$ cat src/pcir_pkg.sv
package pcir_pkg;
    localparam logic [6:0] ADDR_CONTROL_ONE = 7'h20;
    localparam logic [6:0] ADDR_CONTROL_TWO = 7'h21;
    localparam logic [6:0] ADDR_IRQ_PIN_CTRL = 7'h22;
    localparam logic [6:0] ADDR_IRQ_ROUTING = 7'h23;
    localparam logic [6:0] ADDR_EVENT_CFG = 7'h24;
    localparam logic [6:0] ADDR_EVENT_SOURCE = 7'h25;
    localparam logic [7:0] RESET_CONTROL_ONE = 8'h00;
    localparam logic [7:0] RESET_CONTROL_TWO = 8'h00;
    localparam logic [7:0] RESET_IRQ_PIN_CTRL = 8'h00;
    localparam logic [7:0] RESET_IRQ_ROUTING = 8'h00;
    localparam logic [7:0] RESET_EVENT_CFG = 8'h00;
    localparam logic [7:0] RESET_EVENT_SOURCE = 8'h00;
    // control_one fields
    localparam int POWER_ACTIVE_BIT = 7;
    localparam int RATE_SEL_MSB = 6;
    localparam int RATE_SEL_LSB = 4;
    localparam int DIFFERENTIAL_ENABLE_BIT = 3;
    localparam int BLOCK_UPDATE_HOLD_BIT = 2;
    localparam int REFERENCE_RESTORE_BIT = 1;
    localparam int SERIAL_WIRE_SELECT_BIT = 0;
    // control_two fields
    localparam int REBOOT_BIT = 7;
    localparam int SOFT_RESTART_BIT = 2;
    localparam int AUTO_ZERO_BIT = 1;
    localparam int ONE_SHOT_BIT = 0;
    // interrupt pin control fields
    localparam int IRQ_POLARITY_BIT = 7;
    localparam int IRQ_DRIVER_TYPE_BIT = 6;
    localparam int PIN_SOURCE_SEL_HI_BIT = 1;
    localparam int PIN_SOURCE_SEL_LO_BIT = 0;
    localparam logic [7:0] IRQ_PIN_CTRL_MASK = 8'hC3;
    // routing fields
    localparam int ROUTE_FIFO_EMPTY_BIT = 3;
    localparam int ROUTE_WATERMARK_BIT = 2;
    localparam int ROUTE_OVERRUN_BIT = 1;
    localparam int ROUTE_DATA_READY_BIT = 0;
    localparam logic [7:0] IRQ_ROUTING_MASK = 8'h0F;
    // event config / source fields
    localparam int LATCH_REQUEST_BIT = 2;
    localparam int LOW_EVENT_ENABLE_BIT = 1;
    localparam int HIGH_EVENT_ENABLE_BIT = 0;
    localparam logic [7:0] EVENT_CFG_MASK = 8'h07;
    localparam int IRQ_ACTIVE_FLAG_BIT = 2;
    localparam int LOW_EVENT_FLAG_BIT = 1;
    localparam int HIGH_EVENT_FLAG_BIT = 0;
    // rate codes, pin source select codes, offset reset value
    localparam logic [2:0] RATE_ONE_SHOT = 3'h0;
    localparam logic [2:0] RATE_1HZ = 3'h1;
    localparam logic [2:0] RATE_7HZ = 3'h2;
    localparam logic [2:0] RATE_12HZ5 = 3'h3;
    localparam logic [2:0] RATE_25HZ = 3'h4;
    localparam logic [1:0] SRC_DATA = 2'h0;
    localparam logic [1:0] SRC_HIGH = 2'h1;
    localparam logic [1:0] SRC_LOW = 2'h2;
    localparam logic [1:0] SRC_EITHER = 2'h3;
    localparam logic [23:0] PRESSURE_OFFSET_RESET = 24'h000038;
    // timing
    localparam int CLK_HZ = 50000000;
    localparam int RATE_1HZ_CYCLES = CLK_HZ / 1;
    localparam int RATE_7HZ_CYCLES = CLK_HZ / 7;
    localparam int RATE_12HZ5_CYCLES = (CLK_HZ * 2) / 25;
    localparam int RATE_25HZ_CYCLES = CLK_HZ / 25;
    localparam int CONV_TIME_US = 40;
    localparam int CONV_CYCLES = (CONV_TIME_US * (CLK_HZ / 1000000));
    localparam int BOOT_TIME_US = 20;
    localparam int BOOT_CYCLES = (BOOT_TIME_US * (CLK_HZ / 1000000));
endpackage

$ cat src/pcir_regs.sv
`timescale 1ns/1ps
module pcir_regs #(
    parameter int RATE_1HZ_CNT = pcir_pkg::RATE_1HZ_CYCLES,
    parameter int RATE_7HZ_CNT = pcir_pkg::RATE_7HZ_CYCLES,
    parameter int RATE_12HZ5_CNT = pcir_pkg::RATE_12HZ5_CYCLES,
    parameter int RATE_25HZ_CNT = pcir_pkg::RATE_25HZ_CYCLES,
    parameter int CONV_CNT = pcir_pkg::CONV_CYCLES,
    parameter int BOOT_CNT = pcir_pkg::BOOT_CYCLES
) (
    input wire logic clk,
    input wire logic resetn,
    input wire logic [6:0] reg_addr,
    input wire logic reg_wr,
    input wire logic reg_rd,
    input wire logic [7:0] reg_wdata,
    output logic [7:0] reg_rdata,
    input wire logic [23:0] sensor_pressure,
    input wire logic [15:0] threshold,
    input wire logic [23:0] pressure_offset,
    input wire logic fifo_empty,
    input wire logic fifo_watermark,
    input wire logic fifo_overrun,
    input wire logic out_low_read,
    input wire logic out_high_read,
    input wire logic pressure_high_read,
    output logic [23:0] pressure_out,
    output logic [23:0] reference_out,
    output logic pressure_available_flag,
    output logic power_active,
    output logic [2:0] rate_sel,
    output logic serial_wire_select,
    output logic trim_load,
    output logic soft_restart_pulse,
    output logic irq_pin_out,
    output logic irq_pin_oe
);
    import pcir_pkg::*;

    initial begin
        if (RATE_1HZ_CNT < 2 || RATE_7HZ_CNT < 2 || RATE_12HZ5_CNT < 2 || RATE_25HZ_CNT < 2
            || CONV_CNT < 1 || BOOT_CNT < 1 || CONV_CNT > 65536 || BOOT_CNT > 65536
            || RATE_1HZ_CNT >= 2 ** 27 || RATE_7HZ_CNT >= 2 ** 27
            || RATE_12HZ5_CNT >= 2 ** 27 || RATE_25HZ_CNT >= 2 ** 27) begin
            $error("pcir_regs: count parameters out of range");
        end
    end

    ////////////////////////////////////////////////////////////////////////////////
    logic rst_s1_reg, rst_s2_reg;
    always_ff @(posedge clk or negedge resetn) begin
        if (!resetn) begin
            rst_s1_reg <= 1'b0;
            rst_s2_reg <= 1'b0;
        end else begin
            rst_s1_reg <= 1'b1;
            rst_s2_reg <= rst_s1_reg;
        end
    end
    wire rstn = rst_s2_reg;

    ////////////////////////////////////////////////////////////////////////////////
    logic [7:0] control_one_reg, control_two_reg, irq_pin_ctrl_reg, routing_reg, event_cfg_reg;
    logic [1:0] event_flags_reg;
    logic [23:0] reference_reg, pressure_out_reg;
    logic pressure_available_reg, hold_reg, half_seen_reg, irq_pin_reg, irq_oe_reg;
    logic [26:0] rate_cnt_reg;
    logic [15:0] conv_cnt_reg, boot_cnt_reg;
    logic converting_reg, booting_reg, boot_wait_reg, sample_reg, soft_restart_reg;
    logic az_pending_reg;

    wire wr_c1 = reg_wr && (reg_addr == ADDR_CONTROL_ONE);
    wire wr_c2 = reg_wr && (reg_addr == ADDR_CONTROL_TWO);
    wire wr_c3 = reg_wr && (reg_addr == ADDR_IRQ_PIN_CTRL);
    wire wr_c4 = reg_wr && (reg_addr == ADDR_IRQ_ROUTING);
    wire wr_cfg = reg_wr && (reg_addr == ADDR_EVENT_CFG);
    wire rd_src = reg_rd && (reg_addr == ADDR_EVENT_SOURCE);
    wire restart_req = wr_c2 && reg_wdata[SOFT_RESTART_BIT] && reg_wdata[REBOOT_BIT];

    wire pwr = control_one_reg[POWER_ACTIVE_BIT];
    wire [2:0] rate = control_one_reg[RATE_SEL_MSB:RATE_SEL_LSB];
    wire differential_enable = control_one_reg[DIFFERENTIAL_ENABLE_BIT];
    wire block_update_hold = control_one_reg[BLOCK_UPDATE_HOLD_BIT];

    ////////////////////////////////////////////////////////////////////////////////
    // rate tick; reserved codes run no conversions
    logic [26:0] rate_period;
    assign rate_period = (rate == RATE_1HZ) ? 27'(RATE_1HZ_CNT) :
                         (rate == RATE_7HZ) ? 27'(RATE_7HZ_CNT) :
                         (rate == RATE_12HZ5) ? 27'(RATE_12HZ5_CNT) :
                         (rate == RATE_25HZ) ? 27'(RATE_25HZ_CNT) : 27'h0;
    wire periodic = pwr && (rate_period != 27'h0);
    wire rate_tick = periodic && (rate_cnt_reg == rate_period - 27'h1);
    wire one_shot_start = pwr && (rate == RATE_ONE_SHOT) && control_two_reg[ONE_SHOT_BIT]
                          && !converting_reg;
    wire conv_done = converting_reg && (conv_cnt_reg == 16'(CONV_CNT - 1));

    always_ff @(posedge clk or negedge rstn) begin
        if (!rstn) begin
            rate_cnt_reg <= 27'h0;
            converting_reg <= 1'b0;
            conv_cnt_reg <= 16'h0;
            sample_reg <= 1'b0;
        end else begin
            rate_cnt_reg <= (!periodic || rate_tick) ? 27'h0 : rate_cnt_reg + 27'h1;
            sample_reg <= rate_tick || conv_done;
            if (one_shot_start) begin
                converting_reg <= 1'b1;
            end else if (conv_done) begin
                converting_reg <= 1'b0;
            end
            conv_cnt_reg <= converting_reg ? conv_cnt_reg + 16'h1 : 16'h0;
        end
    end

    ////////////////////////////////////////////////////////////////////////////////
    // reboot waits for the next rate tick (none if not periodic), then copies trimming
    wire boot_go = boot_wait_reg && (rate_tick || !periodic);
    wire boot_done = booting_reg && (boot_cnt_reg == 16'(BOOT_CNT - 1));
    always_ff @(posedge clk or negedge rstn) begin
        if (!rstn) begin
            boot_wait_reg <= 1'b0;
            booting_reg <= 1'b0;
            boot_cnt_reg <= 16'h0;
            soft_restart_reg <= 1'b0;
        end else begin
            soft_restart_reg <= restart_req;
            if (wr_c2 && reg_wdata[REBOOT_BIT] && !booting_reg) begin
                boot_wait_reg <= 1'b1;
            end else if (boot_go) begin
                boot_wait_reg <= 1'b0;
            end
            if (boot_go) begin
                booting_reg <= 1'b1;
            end else if (boot_done) begin
                booting_reg <= 1'b0;
            end
            boot_cnt_reg <= booting_reg ? boot_cnt_reg + 16'h1 : 16'h0;
        end
    end

    ////////////////////////////////////////////////////////////////////////////////
    // control registers; soft restart returns all five writable control registers to power-on values
    always_ff @(posedge clk or negedge rstn) begin
        if (!rstn) begin
            control_one_reg <= RESET_CONTROL_ONE;
            control_two_reg <= RESET_CONTROL_TWO;
            irq_pin_ctrl_reg <= RESET_IRQ_PIN_CTRL;
            routing_reg <= RESET_IRQ_ROUTING;
            event_cfg_reg <= RESET_EVENT_CFG;
        end else if (soft_restart_reg) begin
            control_one_reg <= RESET_CONTROL_ONE;
            control_two_reg <= RESET_CONTROL_TWO;
            irq_pin_ctrl_reg <= RESET_IRQ_PIN_CTRL;
            routing_reg <= RESET_IRQ_ROUTING;
            event_cfg_reg <= RESET_EVENT_CFG;
        end else begin
            if (wr_c1) begin
                control_one_reg <= reg_wdata;
            end else begin
                control_one_reg[REFERENCE_RESTORE_BIT] <= 1'b0;
            end
            if (wr_c2) begin
                control_two_reg <= reg_wdata & ~(8'(1) << SOFT_RESTART_BIT);
            end else begin
                if (conv_done) begin
                    control_two_reg[ONE_SHOT_BIT] <= 1'b0;
                end
                if (boot_done) begin
                    control_two_reg[REBOOT_BIT] <= 1'b0;
                end
            end
            if (wr_c3) begin
                irq_pin_ctrl_reg <= reg_wdata & IRQ_PIN_CTRL_MASK;
            end
            if (wr_c4) begin
                routing_reg <= reg_wdata & IRQ_ROUTING_MASK;
            end
            if (wr_cfg) begin
                event_cfg_reg <= reg_wdata & EVENT_CFG_MASK;
            end
        end
    end

    ////////////////////////////////////////////////////////////////////////////////
    // reference and output data path
    wire az_rise = wr_c2 && reg_wdata[AUTO_ZERO_BIT] && !control_two_reg[AUTO_ZERO_BIT];
    wire az_on = control_two_reg[AUTO_ZERO_BIT];
    wire [23:0] pressure_calc = az_on ? sensor_pressure - reference_reg : sensor_pressure;
    wire out_read = out_low_read || out_high_read;
    wire frozen = block_update_hold && hold_reg;

    always_ff @(posedge clk or negedge rstn) begin
        if (!rstn) begin
            reference_reg <= 24'h0;
            az_pending_reg <= 1'b0;
            pressure_out_reg <= 24'h0;
            pressure_available_reg <= 1'b0;
            hold_reg <= 1'b0;
            half_seen_reg <= 1'b0;
        end else begin
            az_pending_reg <= az_rise || (az_pending_reg && !sample_reg);
            if (control_one_reg[REFERENCE_RESTORE_BIT]) begin
                reference_reg <= pressure_offset;
            end else if (az_pending_reg && sample_reg) begin
                reference_reg <= sensor_pressure;
            end
            if (sample_reg && !frozen) begin
                pressure_out_reg <= pressure_calc;
            end
            // set wins over the read-clear
            if (sample_reg) begin
                pressure_available_reg <= 1'b1;
            end else if (pressure_high_read) begin
                pressure_available_reg <= 1'b0;
            end
            // hold from first half read until the other half is read
            if (!block_update_hold) begin
                hold_reg <= 1'b0;
                half_seen_reg <= 1'b0;
            end else if (out_read && !hold_reg) begin
                hold_reg <= 1'b1;
                half_seen_reg <= out_high_read;
            end else if (hold_reg && ((half_seen_reg && out_low_read)
                                      || (!half_seen_reg && out_high_read))) begin
                hold_reg <= 1'b0;
            end
        end
    end

    ////////////////////////////////////////////////////////////////////////////////
    // threshold events: unsigned sixteenths of hPa, diff pressure in 1/4096 hPa
    wire signed [24:0] diff_s = {pressure_calc[23], pressure_calc};
    wire signed [24:0] ths_s = $signed({1'b0, threshold, 8'h00});
    wire cmp_high = differential_enable && event_cfg_reg[HIGH_EVENT_ENABLE_BIT] && (diff_s > ths_s);
    wire cmp_low = differential_enable && event_cfg_reg[LOW_EVENT_ENABLE_BIT] && (diff_s < -ths_s);
    wire latch = event_cfg_reg[LATCH_REQUEST_BIT];
    wire [1:0] cmp_now = {cmp_low, cmp_high};

    always_ff @(posedge clk or negedge rstn) begin
        if (!rstn) begin
            event_flags_reg <= 2'h0;
        end else if (latch) begin
            event_flags_reg <= cmp_now | (rd_src ? 2'h0 : event_flags_reg);
        end else begin
            event_flags_reg <= cmp_now;
        end
    end
    wire irq_active = |event_flags_reg;
    wire [7:0] source_val = {5'h00, irq_active, event_flags_reg};

    ////////////////////////////////////////////////////////////////////////////////
    // interrupt pin
    wire [1:0] src_sel = {irq_pin_ctrl_reg[PIN_SOURCE_SEL_HI_BIT],
                          irq_pin_ctrl_reg[PIN_SOURCE_SEL_LO_BIT]};
    wire data_sig = (routing_reg[ROUTE_FIFO_EMPTY_BIT] && fifo_empty)
                    || (routing_reg[ROUTE_WATERMARK_BIT] && fifo_watermark)
                    || (routing_reg[ROUTE_OVERRUN_BIT] && fifo_overrun)
                    || (routing_reg[ROUTE_DATA_READY_BIT] && pressure_available_reg);
    wire irq_level = (src_sel == SRC_DATA) ? data_sig :
                     (src_sel == SRC_HIGH) ? event_flags_reg[HIGH_EVENT_FLAG_BIT] :
                     (src_sel == SRC_LOW) ? event_flags_reg[LOW_EVENT_FLAG_BIT] :
                     irq_active;
    wire pin_val = irq_level ^ irq_pin_ctrl_reg[IRQ_POLARITY_BIT];
    // open drain only ever pulls low; high level comes from the board
    wire open_drain = irq_pin_ctrl_reg[IRQ_DRIVER_TYPE_BIT];
    always_ff @(posedge clk or negedge rstn) begin
        if (!rstn) begin
            irq_pin_reg <= 1'b0;
            irq_oe_reg <= 1'b1;
        end else begin
            irq_pin_reg <= open_drain ? 1'b0 : pin_val;
            irq_oe_reg <= open_drain ? !pin_val : 1'b1;
        end
    end

    ////////////////////////////////////////////////////////////////////////////////
    // read data, registered; unmapped addresses read zero
    logic [7:0] rdata_mux;
    assign rdata_mux = (reg_addr == ADDR_CONTROL_ONE) ? control_one_reg :
                       (reg_addr == ADDR_CONTROL_TWO) ? control_two_reg :
                       (reg_addr == ADDR_IRQ_PIN_CTRL) ? irq_pin_ctrl_reg :
                       (reg_addr == ADDR_IRQ_ROUTING) ? routing_reg :
                       (reg_addr == ADDR_EVENT_CFG) ? event_cfg_reg :
                       (reg_addr == ADDR_EVENT_SOURCE) ? source_val : 8'h00;
    logic [7:0] rdata_reg;
    logic trim_reg;
    always_ff @(posedge clk or negedge rstn) begin
        if (!rstn) begin
            rdata_reg <= 8'h00;
            trim_reg <= 1'b0;
        end else begin
            if (reg_rd) begin
                rdata_reg <= rdata_mux;
            end
            trim_reg <= boot_done;
        end
    end

    assign reg_rdata = rdata_reg;
    assign pressure_out = pressure_out_reg;
    assign reference_out = reference_reg;
    assign pressure_available_flag = pressure_available_reg;
    assign power_active = control_one_reg[POWER_ACTIVE_BIT];
    assign rate_sel = control_one_reg[RATE_SEL_MSB:RATE_SEL_LSB];
    assign serial_wire_select = control_one_reg[SERIAL_WIRE_SELECT_BIT];
    assign trim_load = trim_reg;
    assign soft_restart_pulse = soft_restart_reg;
    assign irq_pin_out = irq_pin_reg;
    assign irq_pin_oe = irq_oe_reg;

    ////////////////////////////////////////////////////////////////////////////////
    no_sample_off_a: assert property (@(posedge clk) disable iff (!rstn)
        !pwr |=> !sample_reg)
        else $error("sample while powered down");
    shot_clears_a: assert property (@(posedge clk) disable iff (!rstn)
        conv_done && !wr_c2 && !soft_restart_reg |=> !control_two_reg[ONE_SHOT_BIT] && sample_reg)
        else $error("one-shot did not finish");
    restore_ref_a: assert property (@(posedge clk) disable iff (!rstn)
        control_one_reg[REFERENCE_RESTORE_BIT] && !wr_c1
        |=> reference_reg == $past(pressure_offset) && !control_one_reg[REFERENCE_RESTORE_BIT])
        else $error("reference restore failed");
    freeze_out_a: assert property (@(posedge clk) disable iff (!rstn)
        frozen |=> $stable(pressure_out_reg))
        else $error("output changed while frozen");
    avail_set_a: assert property (@(posedge clk) disable iff (!rstn)
        sample_reg |=> pressure_available_reg)
        else $error("available flag not set");
    src_clear_a: assert property (@(posedge clk) disable iff (!rstn)
        rd_src && latch && !wr_cfg && !soft_restart_reg && cmp_now == 2'h0
        |=> event_flags_reg == 2'h0)
        else $error("source read did not clear");
    active_flag_a: assert property (@(posedge clk) disable iff (!rstn)
        source_val[IRQ_ACTIVE_FLAG_BIT] == (event_flags_reg != 2'h0))
        else $error("active flag mismatch");
    pin_polarity_a: assert property (@(posedge clk) disable iff (!rstn)
        !open_drain |=> irq_pin_reg == ($past(irq_level) ^ $past(irq_pin_ctrl_reg[IRQ_POLARITY_BIT])))
        else $error("pin level wrong");
    open_drain_a: assert property (@(posedge clk) disable iff (!rstn)
        open_drain |=> !irq_pin_reg)
        else $error("open drain drove high");
    no_diff_a: assert property (@(posedge clk) disable iff (!rstn)
        !differential_enable && !latch |=> event_flags_reg == 2'h0)
        else $error("event without differential enable");
endmodule

$ cat config.mk
export PLATFORM = sky130hd
export DESIGN_NAME = pcir_regs
export DESIGN_NICKNAME = d
export VERILOG_FILES = /design/src/pcir_pkg.sv /design/src/pcir_regs.sv
export SDC_FILE = /design/constraint.sdc
export NUM_CORES = 1
export LEC_CHECK = 0
export ABC_CLOCK_PERIOD_IN_PS = 8450
export BUFFER_PORTS_ARGS = -buffer_cell sky130_fd_sc_hd__buf_2
export CAP_MARGIN = 20
export CORE_MARGIN = 4
export CORE_UTILIZATION = 40
export CTS_CLUSTER_SIZE = 12
export DETAILED_ROUTE_END_ITERATION = 10
export GPL_ROUTABILITY_DRIVEN = 0
export PLACE_DENSITY = 0.7
export SYNTH_ARGS = -nofsm -noshare
export SYNTH_HDL_FRONTEND = slang
export SYNTH_SLANG_ARGS = --single-unit
export TNS_END_PERCENT = 50
$ cat constraint.sdc
create_clock -name clk -period 8.45 [get_ports clk]
set_input_delay 0 -clock clk [delete_from_list [all_inputs] [get_ports clk]]
set_output_delay 0 -clock clk [all_outputs]
set_load 0.005 [all_outputs]
## Yosys cells after proc, flatten, opt, wreduce, memory -nomap -nowiden

Index checks and enable logic that the tools add are counted.

- Flip-flop bits (word level): 171
- Output and inout port bits: 66

- Add/subtract/negate cells: 6
- Equal/unequal tests: 17
- Muxes and demuxes: 50
- Reduce and logical (&&, ||, !) cells: 69
- Magnitude comparators: 2
- Bitwise operators: 2

Operators by type and width:

| cell | count |
|---|---|
| 2-to-1 mux 8 bit | 13 |
| 2-to-1 mux 24 bit | 3 |
| == test 7 x 6 -> 1 bit (second input constant) | 6 |
| logical AND 1 bit | 36 |
| adder 16 x 1 -> 16 bit (second input constant) | 2 |
| 2-to-1 mux 16 bit | 2 |
| adder 27 x 1 -> 27 bit (second input constant) | 1 |
| == test 27 bit | 1 |
| 2-to-1 mux 27 bit | 1 |
| nonzero test 27 bit | 1 |
| subtractor 26 x 1 -> 27 bit (second input constant) | 1 |
| 2-to-1 mux 26 bit | 1 |
| > comparator 24 x 25 -> 1 bit | 1 |
| < comparator 24 x 25 -> 1 bit | 1 |
| negator 24 -> 25 bit | 1 |
| subtractor 24 bit | 1 |
| 2-to-1 mux 23 bit | 1 |
| 2-to-1 mux 1 bit | 22 |
| 2-to-1 mux 22 bit | 1 |
| 2-to-1 mux 21 bit | 1 |
| nonzero test 2 bit | 10 |
| == test 16 x 10 -> 1 bit (second input constant) | 1 |
| == test 16 x 11 -> 1 bit (second input constant) | 1 |
| 2-to-1 mux 6 bit | 2 |
| other kinds (17) | 35 |

## Longest topological paths before layout

Gate-level depths: netlist of the first run.

- Depth after elaboration: 12
- Mapped depth: 22
- Gate-level depth less buffers: 22

## Least setup slack after synthesis of the first run

Ideal clock, no wire load.

- Kind: flip-flop to flip-flop
- Start point: register reference_reg[0], in the netlist reference_out[0]
- End point: register event_flags_reg[0]
- Setup time: 0.141 ns
- Cell stages (with the launch flop): 21
- Data arrival time: 4.217 ns
- Path buffers: 0
- Setup slack: 4.092 ns
- Cell sequence: dfrtp_1 ha_1 inv_1 fa_1 a21o_1 a221oi_2 nor4_1 a211o_1 a41oi_2 o21ai_1 xor2_1 mux2_4 ha_1 nand4_1 nor4_1 nand3_1 a2111oi_0 nand4_1 o31a_1 nor3_1 o22ai_1

- Cells in the longest elaborated chain, start to end: 6

RTL lines:

| element | line | text |
|---|---|---|
| from (decl) | pcir_regs.sv:64 | `logic [23:0] reference_reg, pressure_out_reg;` |
| from (signal assigned) | pcir_regs.sv:203 | `reference_reg <= pressure_offset;` |
| from (signal assigned) | pcir_regs.sv:205 | `reference_reg <= sensor_pressure;` |
| subtractor 24 bit (*) | pcir_regs.sv:188 | `wire [23:0] pressure_calc = az_on ? sensor_pressure - reference_reg : sensor_pressure;` |
| 2-to-1 mux 24 bit (*) | pcir_regs.sv:188 |  |
| net pressure_calc[22] | pcir_regs.sv:188 |  |
| > comparator 24 x 25 -> 1 bit (*) | pcir_regs.sv:234 | `wire cmp_high = differential_enable && event_cfg_reg[HIGH_EVENT_ENABLE_BIT] && (diff_s > ths_s);` |
| logical AND 1 bit (*) | pcir_regs.sv:234 |  |
| OR 2 bit | pcir_regs.sv:243 | `event_flags_reg <= cmp_now \| (rd_src ? 2'h0 : event_flags_reg);` |
| 2-to-1 mux 2 bit (*) | pcir_regs.sv:242 | `end else if (latch) begin` |
| to (signal assigned) | pcir_regs.sv:243 |  |
| to (signal assigned) | pcir_regs.sv:245 | `event_flags_reg <= cmp_now;` |
| to (decl) | pcir_regs.sv:63 | `logic [1:0] event_flags_reg;` |

The timed path passes the listed nets; every way through them passes the cells marked *.
A chain may end at the register's enable or synchronous reset.

## Worst setup path in the final report of the first run

Ends and elaborated chain as after synthesis.

==> flow_metrics.env, run 1 <==
export IMPL_max_freq_ghz=0.199
export IMPL_hold_viol=0
export IMPL_fin_crit_sh_pct=59.5
export IMPL_setup_viol=0
export IMPL_cts_max_level=4
export IMPL_final_layout_size_suffix_gt1_share_pct=16.0
export IMPL_wl_um=28800
export IMPL_rrSetupSlack_ns=3.42
export IMPL_dieWidth_um=168
export IMPL_cts_setup_buffers=0
export IMPL_slowest_stage="fa_1"
export IMPL_synth_nets=1318
export IMPL_crit_path_max_fanout=3
export IMPL_worst_ep_arrival_time_ns=5.32
export IMPL_fillers=2347
export IMPL_cts_path_max_buffers=2
export IMPL_clkSlewWorstSetupHoldPaths_ns=0.07
export IMPL_cp_endpoint="event_flags_reg[0]"
export IMPL_synthFlopType="dfrtp_1"
export IMPL_grt_use_total_pct=20.5
export IMPL_wirelength_met1_um=12400
export IMPL_clkSinkCount=157
export IMPL_r2r_start="reference_out[0]"
export IMPL_dp_hpwl_um=20800
export IMPL_start_util_pct=40.6
export IMPL_grt_overflow=0
export IMPL_drc=0
export IMPL_die_h_um=168
export IMPL_utilization_pct=49.9
export IMPL_critPathLaunch="reference_out[0]"
export IMPL_largest_register_ff_count=27
export IMPL_worstHoldPathType="in -> reg"
export IMPL_max_stage_delay_ns=0.40
export IMPL_crit_required_ns=8.74
export IMPL_numPortBuffers=154
export IMPL_setup_tns_ns=0
export IMPL_postPlaceCellArea_um2=11300
export IMPL_synth_avg_cell_area_um2=8.77
export IMPL_syn_area_um2=10200
export IMPL_cts_buffers=17
export IMPL_yosys_top_cells_area="dfrtp_1 (38%), ha_1 (7.6%), nand2_1 (5.3%)"
export IMPL_stdcell_area_um2=12600
export IMPL_crit_chain="ha_1, inv_1, fa_1, a21o_1, a221oi_2, nor4_1, a211o_1, a41oi_2, o21ai_1, xor2_1, mux2_4, ha_1, nand4_1, nor4_1, nand3_1, a2111oi_0, nand4_1, o31a_1, nor3_1, o22ai_1"
export IMPL_rsz0062_at_grt="false"
export IMPL_grt_pass1_wl_um=47000
export IMPL_power_density_nw_per_um2=165
export IMPL_fp_row_count=58
export IMPL_place_ws_ns=3.56
export IMPL_area_growth_synth_to_final_pct=22.9
export IMPL_yosys_area_top_type="dfrtp_1"
export IMPL_rr_worst_depth=20
export IMPL_ant_nets=0
export IMPL_worst_slack_ns=3.42
export IMPL_seq_area_frac_synth_pct=38.4
export IMPL_synth_edf_count=0
export IMPL_core_um2=25200
export IMPL_multi_input_area_um2=5820
export IMPL_yosysWarnings=0
export IMPL_synth_async_reset_ratio_pct=100
export IMPL_cp_end_kind="register"
export IMPL_antenna_found_initial=1
export IMPL_final_seq_area_um2=3930
export IMPL_period_minus_slack_ns=5.03
export IMPL_status="finished, final reports clean"
export IMPL_routedWlPerCell_um=16.8
export IMPL_maxSlewViolCount=0
export IMPL_root_buffer="clkbuf_16"
export IMPL_dieArea_um2=28200
export IMPL_worstSetupPathType="reg -> reg"
export IMPL_yosys_area_top_type_share_pct=38.2
export IMPL_relSlewSlack_pct=37.4
export IMPL_final_nets=1520
export IMPL_cts_tree="done"
export IMPL_via_count=9214
export IMPL_vias_per_cell=5.38
export IMPL_drt_first_pass_iters=5
export IMPL_timing_rr_end="event_flags_reg[0]"
export IMPL_max_cap_violations=0
export IMPL_synth_cell_types=71
export IMPL_ir_drop_mv=0.111
export IMPL_first_global_vias=9246
export IMPL_cp_start_kind="register"
export IMPL_num_io_pins=155
export IMPL_highest_layer="met4"
export IMPL_yosys_register_bits=157
export IMPL_routed_wl_met2_um=13800
export IMPL_synth_most_common_cell="dfrtp_1"
export IMPL_clkLatencyLatePin_ns=0.44
export IMPL_drtIter0Drc=622
export IMPL_synthTopCellsByCount="dfrtp_1 (156), nand2_1 (143), nor2_1 (93), o21ai_0 (72), inv_1 (68)"
export IMPL_grt_max_degree=68
export IMPL_leakage_uw=0.00585
export IMPL_met3_length_um=1880
export IMPL_finClkSkew_ns=0.0132
export IMPL_worst_pin_slew_ns=0.937
export IMPL_synthCells=1166
-- where the power goes --
part,internal [µW],switching (µW)
Combinational,211,241
Clock,415,352
Sequential,796,55.1
-- how the worst min path moves through the flow --
stage,start,to,slack (ns),depth (start not counted)
3_5_place_dp,resetn,rst_s1_reg,-0.21,1
4_1_cts,reg_addr[2],reg_rdata[6],0.0004,4
2_1_floorplan,resetn,rst_s1_reg,-0.30,0
5_1_grt,reg_addr[2],reg_rdata[6],0.03,4
3_3_place_gp,resetn,rst_s1_reg,-0.21,1
6_report,reg_addr[2],reg_rdata[6],0.009,4
-- timing repair --
item | in CTS | in global routing
setup endpoints to repair | 0 | 0
hold endpoints to repair | 73 | 0
gates resized for setup | 0 | 0
hold buffers | 73 | 0
-- kinds of logic after synthesis --
| logic type | Yosys count | synth area share, % |
|---|---|---|
| and+or+nand+nor | 436 | 20.5 |
| AOI/OAI and AO/OA | 246 | 15.3 |
| DFF | 157 | 38.4 |
| buffers and inverters | 120 | 4.69 |
| xor gates and xnor gates | 81 | 6.94 |
| adders and majority gates | 64 | 7.88 |
| muxes | 61 | 6.23 |
| other | 1 | 0.0367 |
-- worst max-delay path, delay by kind of cell (launching register included) --
| kind | cells | cell delay (ns) |
|---|---|---|
| AOI/OAI and AO/OA | 8 | 2.07 |
| and+or+nand+nor | 6 | 1.01 |
| adders and majority gates | 3 | 0.91 |
| DFF | 1 | 0.38 |
| muxes | 1 | 0.29 |
| xor gates and xnor gates | 1 | 0.15 |
| buffers and inverters | 1 | 0.05 |
-- per-layer routing --
layer	track usage [%]	up-vias
li1	-	4500
met3	3.90	50
met1	25.8	4367
met2	35.2	297
met5	0	-
met4	7.16	0
-- layout make-up --
class / instances / share of cell area, %
Antenna cell: 1 / 0.0199
Timing Repair Buffer: 235 / 12.4
Clock buffer: 17 / 3.39
Inverter: 68 / 2.03
Sequential cell: 157 / 31.3
Tap cell: 330 / 3.29
Clock inverter: 15 / 1.22
Multi-Input combinational cell: 889 / 46.3
-- placed cells by master (no fill, tap or decap), drive strengths merged, types with 10 or more instances in the layout --
cell type,count
ha,62
a21o,12
nand2b,13
a21boi,11
mux2i,46
buf,162
o21a,10
o21ai,74
mux2,15
dlygate4sd3,73
nand4,19
a21oi,62
dfrtp,156
or3,12
xor2,29
nor4,11
nand2,143
nor2,93
nor3,23
xnor2,52
nand3,45
nor2b,13
and2,26
clkbuf,17
inv,75
-- metrics by stage --
stage / power (µW) / cells / hold WS, ns
detailed placement: 1280 / 1606 / -0.212
CTS: 2090 / 1711 / 0.000351
global placement: 1270 / 1606 / -0.214
floorplan: 1140 / 1166 / -0.296
global route: 2190 / 1712 / 0.0302
finish: 2070 / 1712 / 0.00931
Power figures use the tool's default switching activity.
==> inputs of run 2 (changes only) <==
- ABC_CLOCK_PERIOD_IN_PS: 8450 -> 4600
- PLACE_DENSITY: 0.7 -> 0.73
- clock period: 8.45 -> 4.6 ns (I/O delays scaled with it)
==> run 2 against run 1 <==
Effect of this change:
- wire length rose by 0.89%
- sequential power is 82% higher
- sequential share of layout area shrank 0.51 points
- critical endpoint unchanged
- critical path type unchanged
==> flow_metrics.env, run 2 (same netlist as run 1, synthesis figures left out) <==
export IMPL_fp_row_count=58
export IMPL_layout_commonest_cell="dfrtp_1"
export IMPL_hold_viol=0
export IMPL_cts_buffers=17
export IMPL_place_ws_ns=-0.192
export IMPL_maxSlewViolCount=0
export IMPL_worstHoldPathCells=4
export IMPL_dp_hpwl_um=20700
export IMPL_fin_crit_sh_pct=98.8
export IMPL_timing_rr_end="event_flags_reg[0]"
export IMPL_crit_path_max_fanout=3
export IMPL_rsz0062_at_grt="true"
export IMPL_ant_nets=0
export IMPL_relSlewSlack_pct=32.7
export IMPL_cts_max_level=4
export IMPL_first_global_vias=9248
export IMPL_cts_path_max_buffers=2
export IMPL_setup_viol=0
export IMPL_vias_per_cell=5.44
export IMPL_worst_pin_slew_ns=1.01
export IMPL_drt_first_pass_iters=6
export IMPL_worstHoldStart="sensor_pressure[11]"
export IMPL_cp_start_kind="register"
export IMPL_core_um2=25200
export IMPL_die_h_um=168
export IMPL_finClkSkew_ns=0.0106
export IMPL_worst_ep_arrival_time_ns=4.85
export IMPL_dieArea_um2=28200
export IMPL_setup_tns_ns=0
export IMPL_cp_end_kind="register"
export IMPL_most_common_layout_cells="dfrtp_1 (155), buf_2 (154), nand2_1 (143)"
export IMPL_num_io_pins=155
export IMPL_drc=0
export IMPL_clkSinkCount=157
export IMPL_start_util_pct=40.6
export IMPL_grt_max_degree=156
export IMPL_via_count=9400
export IMPL_fillers=2276
export IMPL_grt_pass1_wl_um=47000
export IMPL_antenna_found_initial=3
export IMPL_grt_overflow=0
export IMPL_final_nets=1538
export IMPL_worstSetupPathType="reg -> reg"
export IMPL_clkLatencyLatePin_ns=0.43
export IMPL_worst_slack_ns=0.0534
export IMPL_crit_required_ns=4.91
export IMPL_period_minus_slack_ns=4.55
export IMPL_max_cap_violations=0
export IMPL_final_layout_size_suffix_gt1_share_pct=17.9
export IMPL_diodes=0
export IMPL_drtIter0Drc=645
export IMPL_hold_path_endpoint="pressure_out[11]"
export IMPL_worstHoldPathType="in -> reg"
export IMPL_wl_um=29000
export IMPL_area_growth_synth_to_final_pct=24.9
export IMPL_max_freq_ghz=0.220
export IMPL_largest_register_ff_count=27
export IMPL_routedWlPerCell_um=16.8
export IMPL_cts_tree="done"
export IMPL_status="finished, final reports clean"
export IMPL_grt_use_total_pct=20.2
export IMPL_r2r_start="reference_out[0]"
export IMPL_ir_drop_mv=0.227
export IMPL_rrSetupSlack_ns=0.05
export IMPL_rr_worst_depth=20
export IMPL_leakage_uw=0.00595
export IMPL_power_density_nw_per_um2=301
export IMPL_clkSlewWorstSetupHoldPaths_ns=0.07
export IMPL_dieWidth_um=168
export IMPL_numPortBuffers=154
export IMPL_root_buffer="clkbuf_16"
run 2: cell types whose count changed in the layout (fill, tap and decap cells not counted), sizes merged:
cell and delta:
dlygate4sd3 -3, buf +21, diode -1
run 2: timing repair:
item                                    CTS  global route
endpoints found under the hold margin    69             0
buffers inserted                          1             2
resized for setup                         3             9
endpoints found under the setup margin    1             1
hold buffers                             70             0
pin swaps                                 6            15
run 2: power by group:
part	internal, µW	switching (µW)
Combinational	415	472
Sequential	1460	86.5
Clock	764	644
Total	2640	1200
run 2: critical path, stage by stage, from the launching register on:
cell and delay [ns]:
dfrtp_1 0.35, ha_1 0.17, inv_1 0.06, fa_2 0.35, a21o_1 0.22, a221oi_4 0.29, nor4_2 0.07, a211o_1 0.32
a41oi_2 0.26, o21ai_2 0.08, xor2_1 0.14, mux2_4 0.28, ha_4 0.27, nand4_1 0.10, nor4_2 0.28, nand3_1 0.12
a2111oi_2 0.32, nand4_1 0.18, o31a_1 0.30, nor3_2 0.18, o22ai_1 0.09
run 2: layout make-up:
| cell class | instances | area (µm²) | area share [%] |
|---|---|---|---|
| Timing Repair Buffer | 253 | 1700 | 13.3 |
| Clock inverter | 15 | 154 | 1.21 |
| Sequential cell | 157 | 3930 | 30.8 |
| Multi-Input combinational cell | 889 | 5890 | 46.1 |
| Tap cell | 330 | 413 | 3.23 |
| Inverter | 68 | 255 | 2.00 |
| Clock buffer | 17 | 425 | 3.33 |
run 2: worst max path at each step:
stage | startpoint | end | slack [ns] | cells after the start
after floorplan | reference_out[0] | event_flags_reg[0] | 0.24 | 20
after global placement | reference_out[0] | event_flags_reg[0] | -0.06 | 20
after detailed placement | reference_out[0] | event_flags_reg[0] | -0.19 | 20
after CTS | reference_out[0] | event_flags_reg[0] | 0.0001 | 20
after global routing | reference_out[0] | event_flags_reg[0] | -0.24 | 21
final | reference_out[0] | event_flags_reg[0] | 0.05 | 20
run 2: per-stage QoR:
step | power [µW] | instance area (µm²) | util (%) | hold slack, ns | std cells
after detailed placement | 2370 | 11400 | 45.3 | -0.213 | 1624
final | 3840 | 12800 | 50.7 | 0.0231 | 1729
after global placement | 2340 | 11400 | 45.3 | -0.215 | 1624
after floorplan | 2090 | 10200 | - | -0.296 | 1166
after global routing | 4050 | 12800 | 50.7 | 0.0267 | 1729
after CTS | 3850 | 12700 | 50.4 | 0.000433 | 1727
run 2: per-layer routing:
metal | track usage (%) | part of all wire, % | vias to the layer above
met2 | 34.5 | 48 | 328
met5 | 0 | 0.10 | -
met3 | 4.44 | 7.3 | 48
met4 | 5.86 | 2.1 | 6
met1 | 25.9 | 43 | 4484
li1 | - | - | 4534
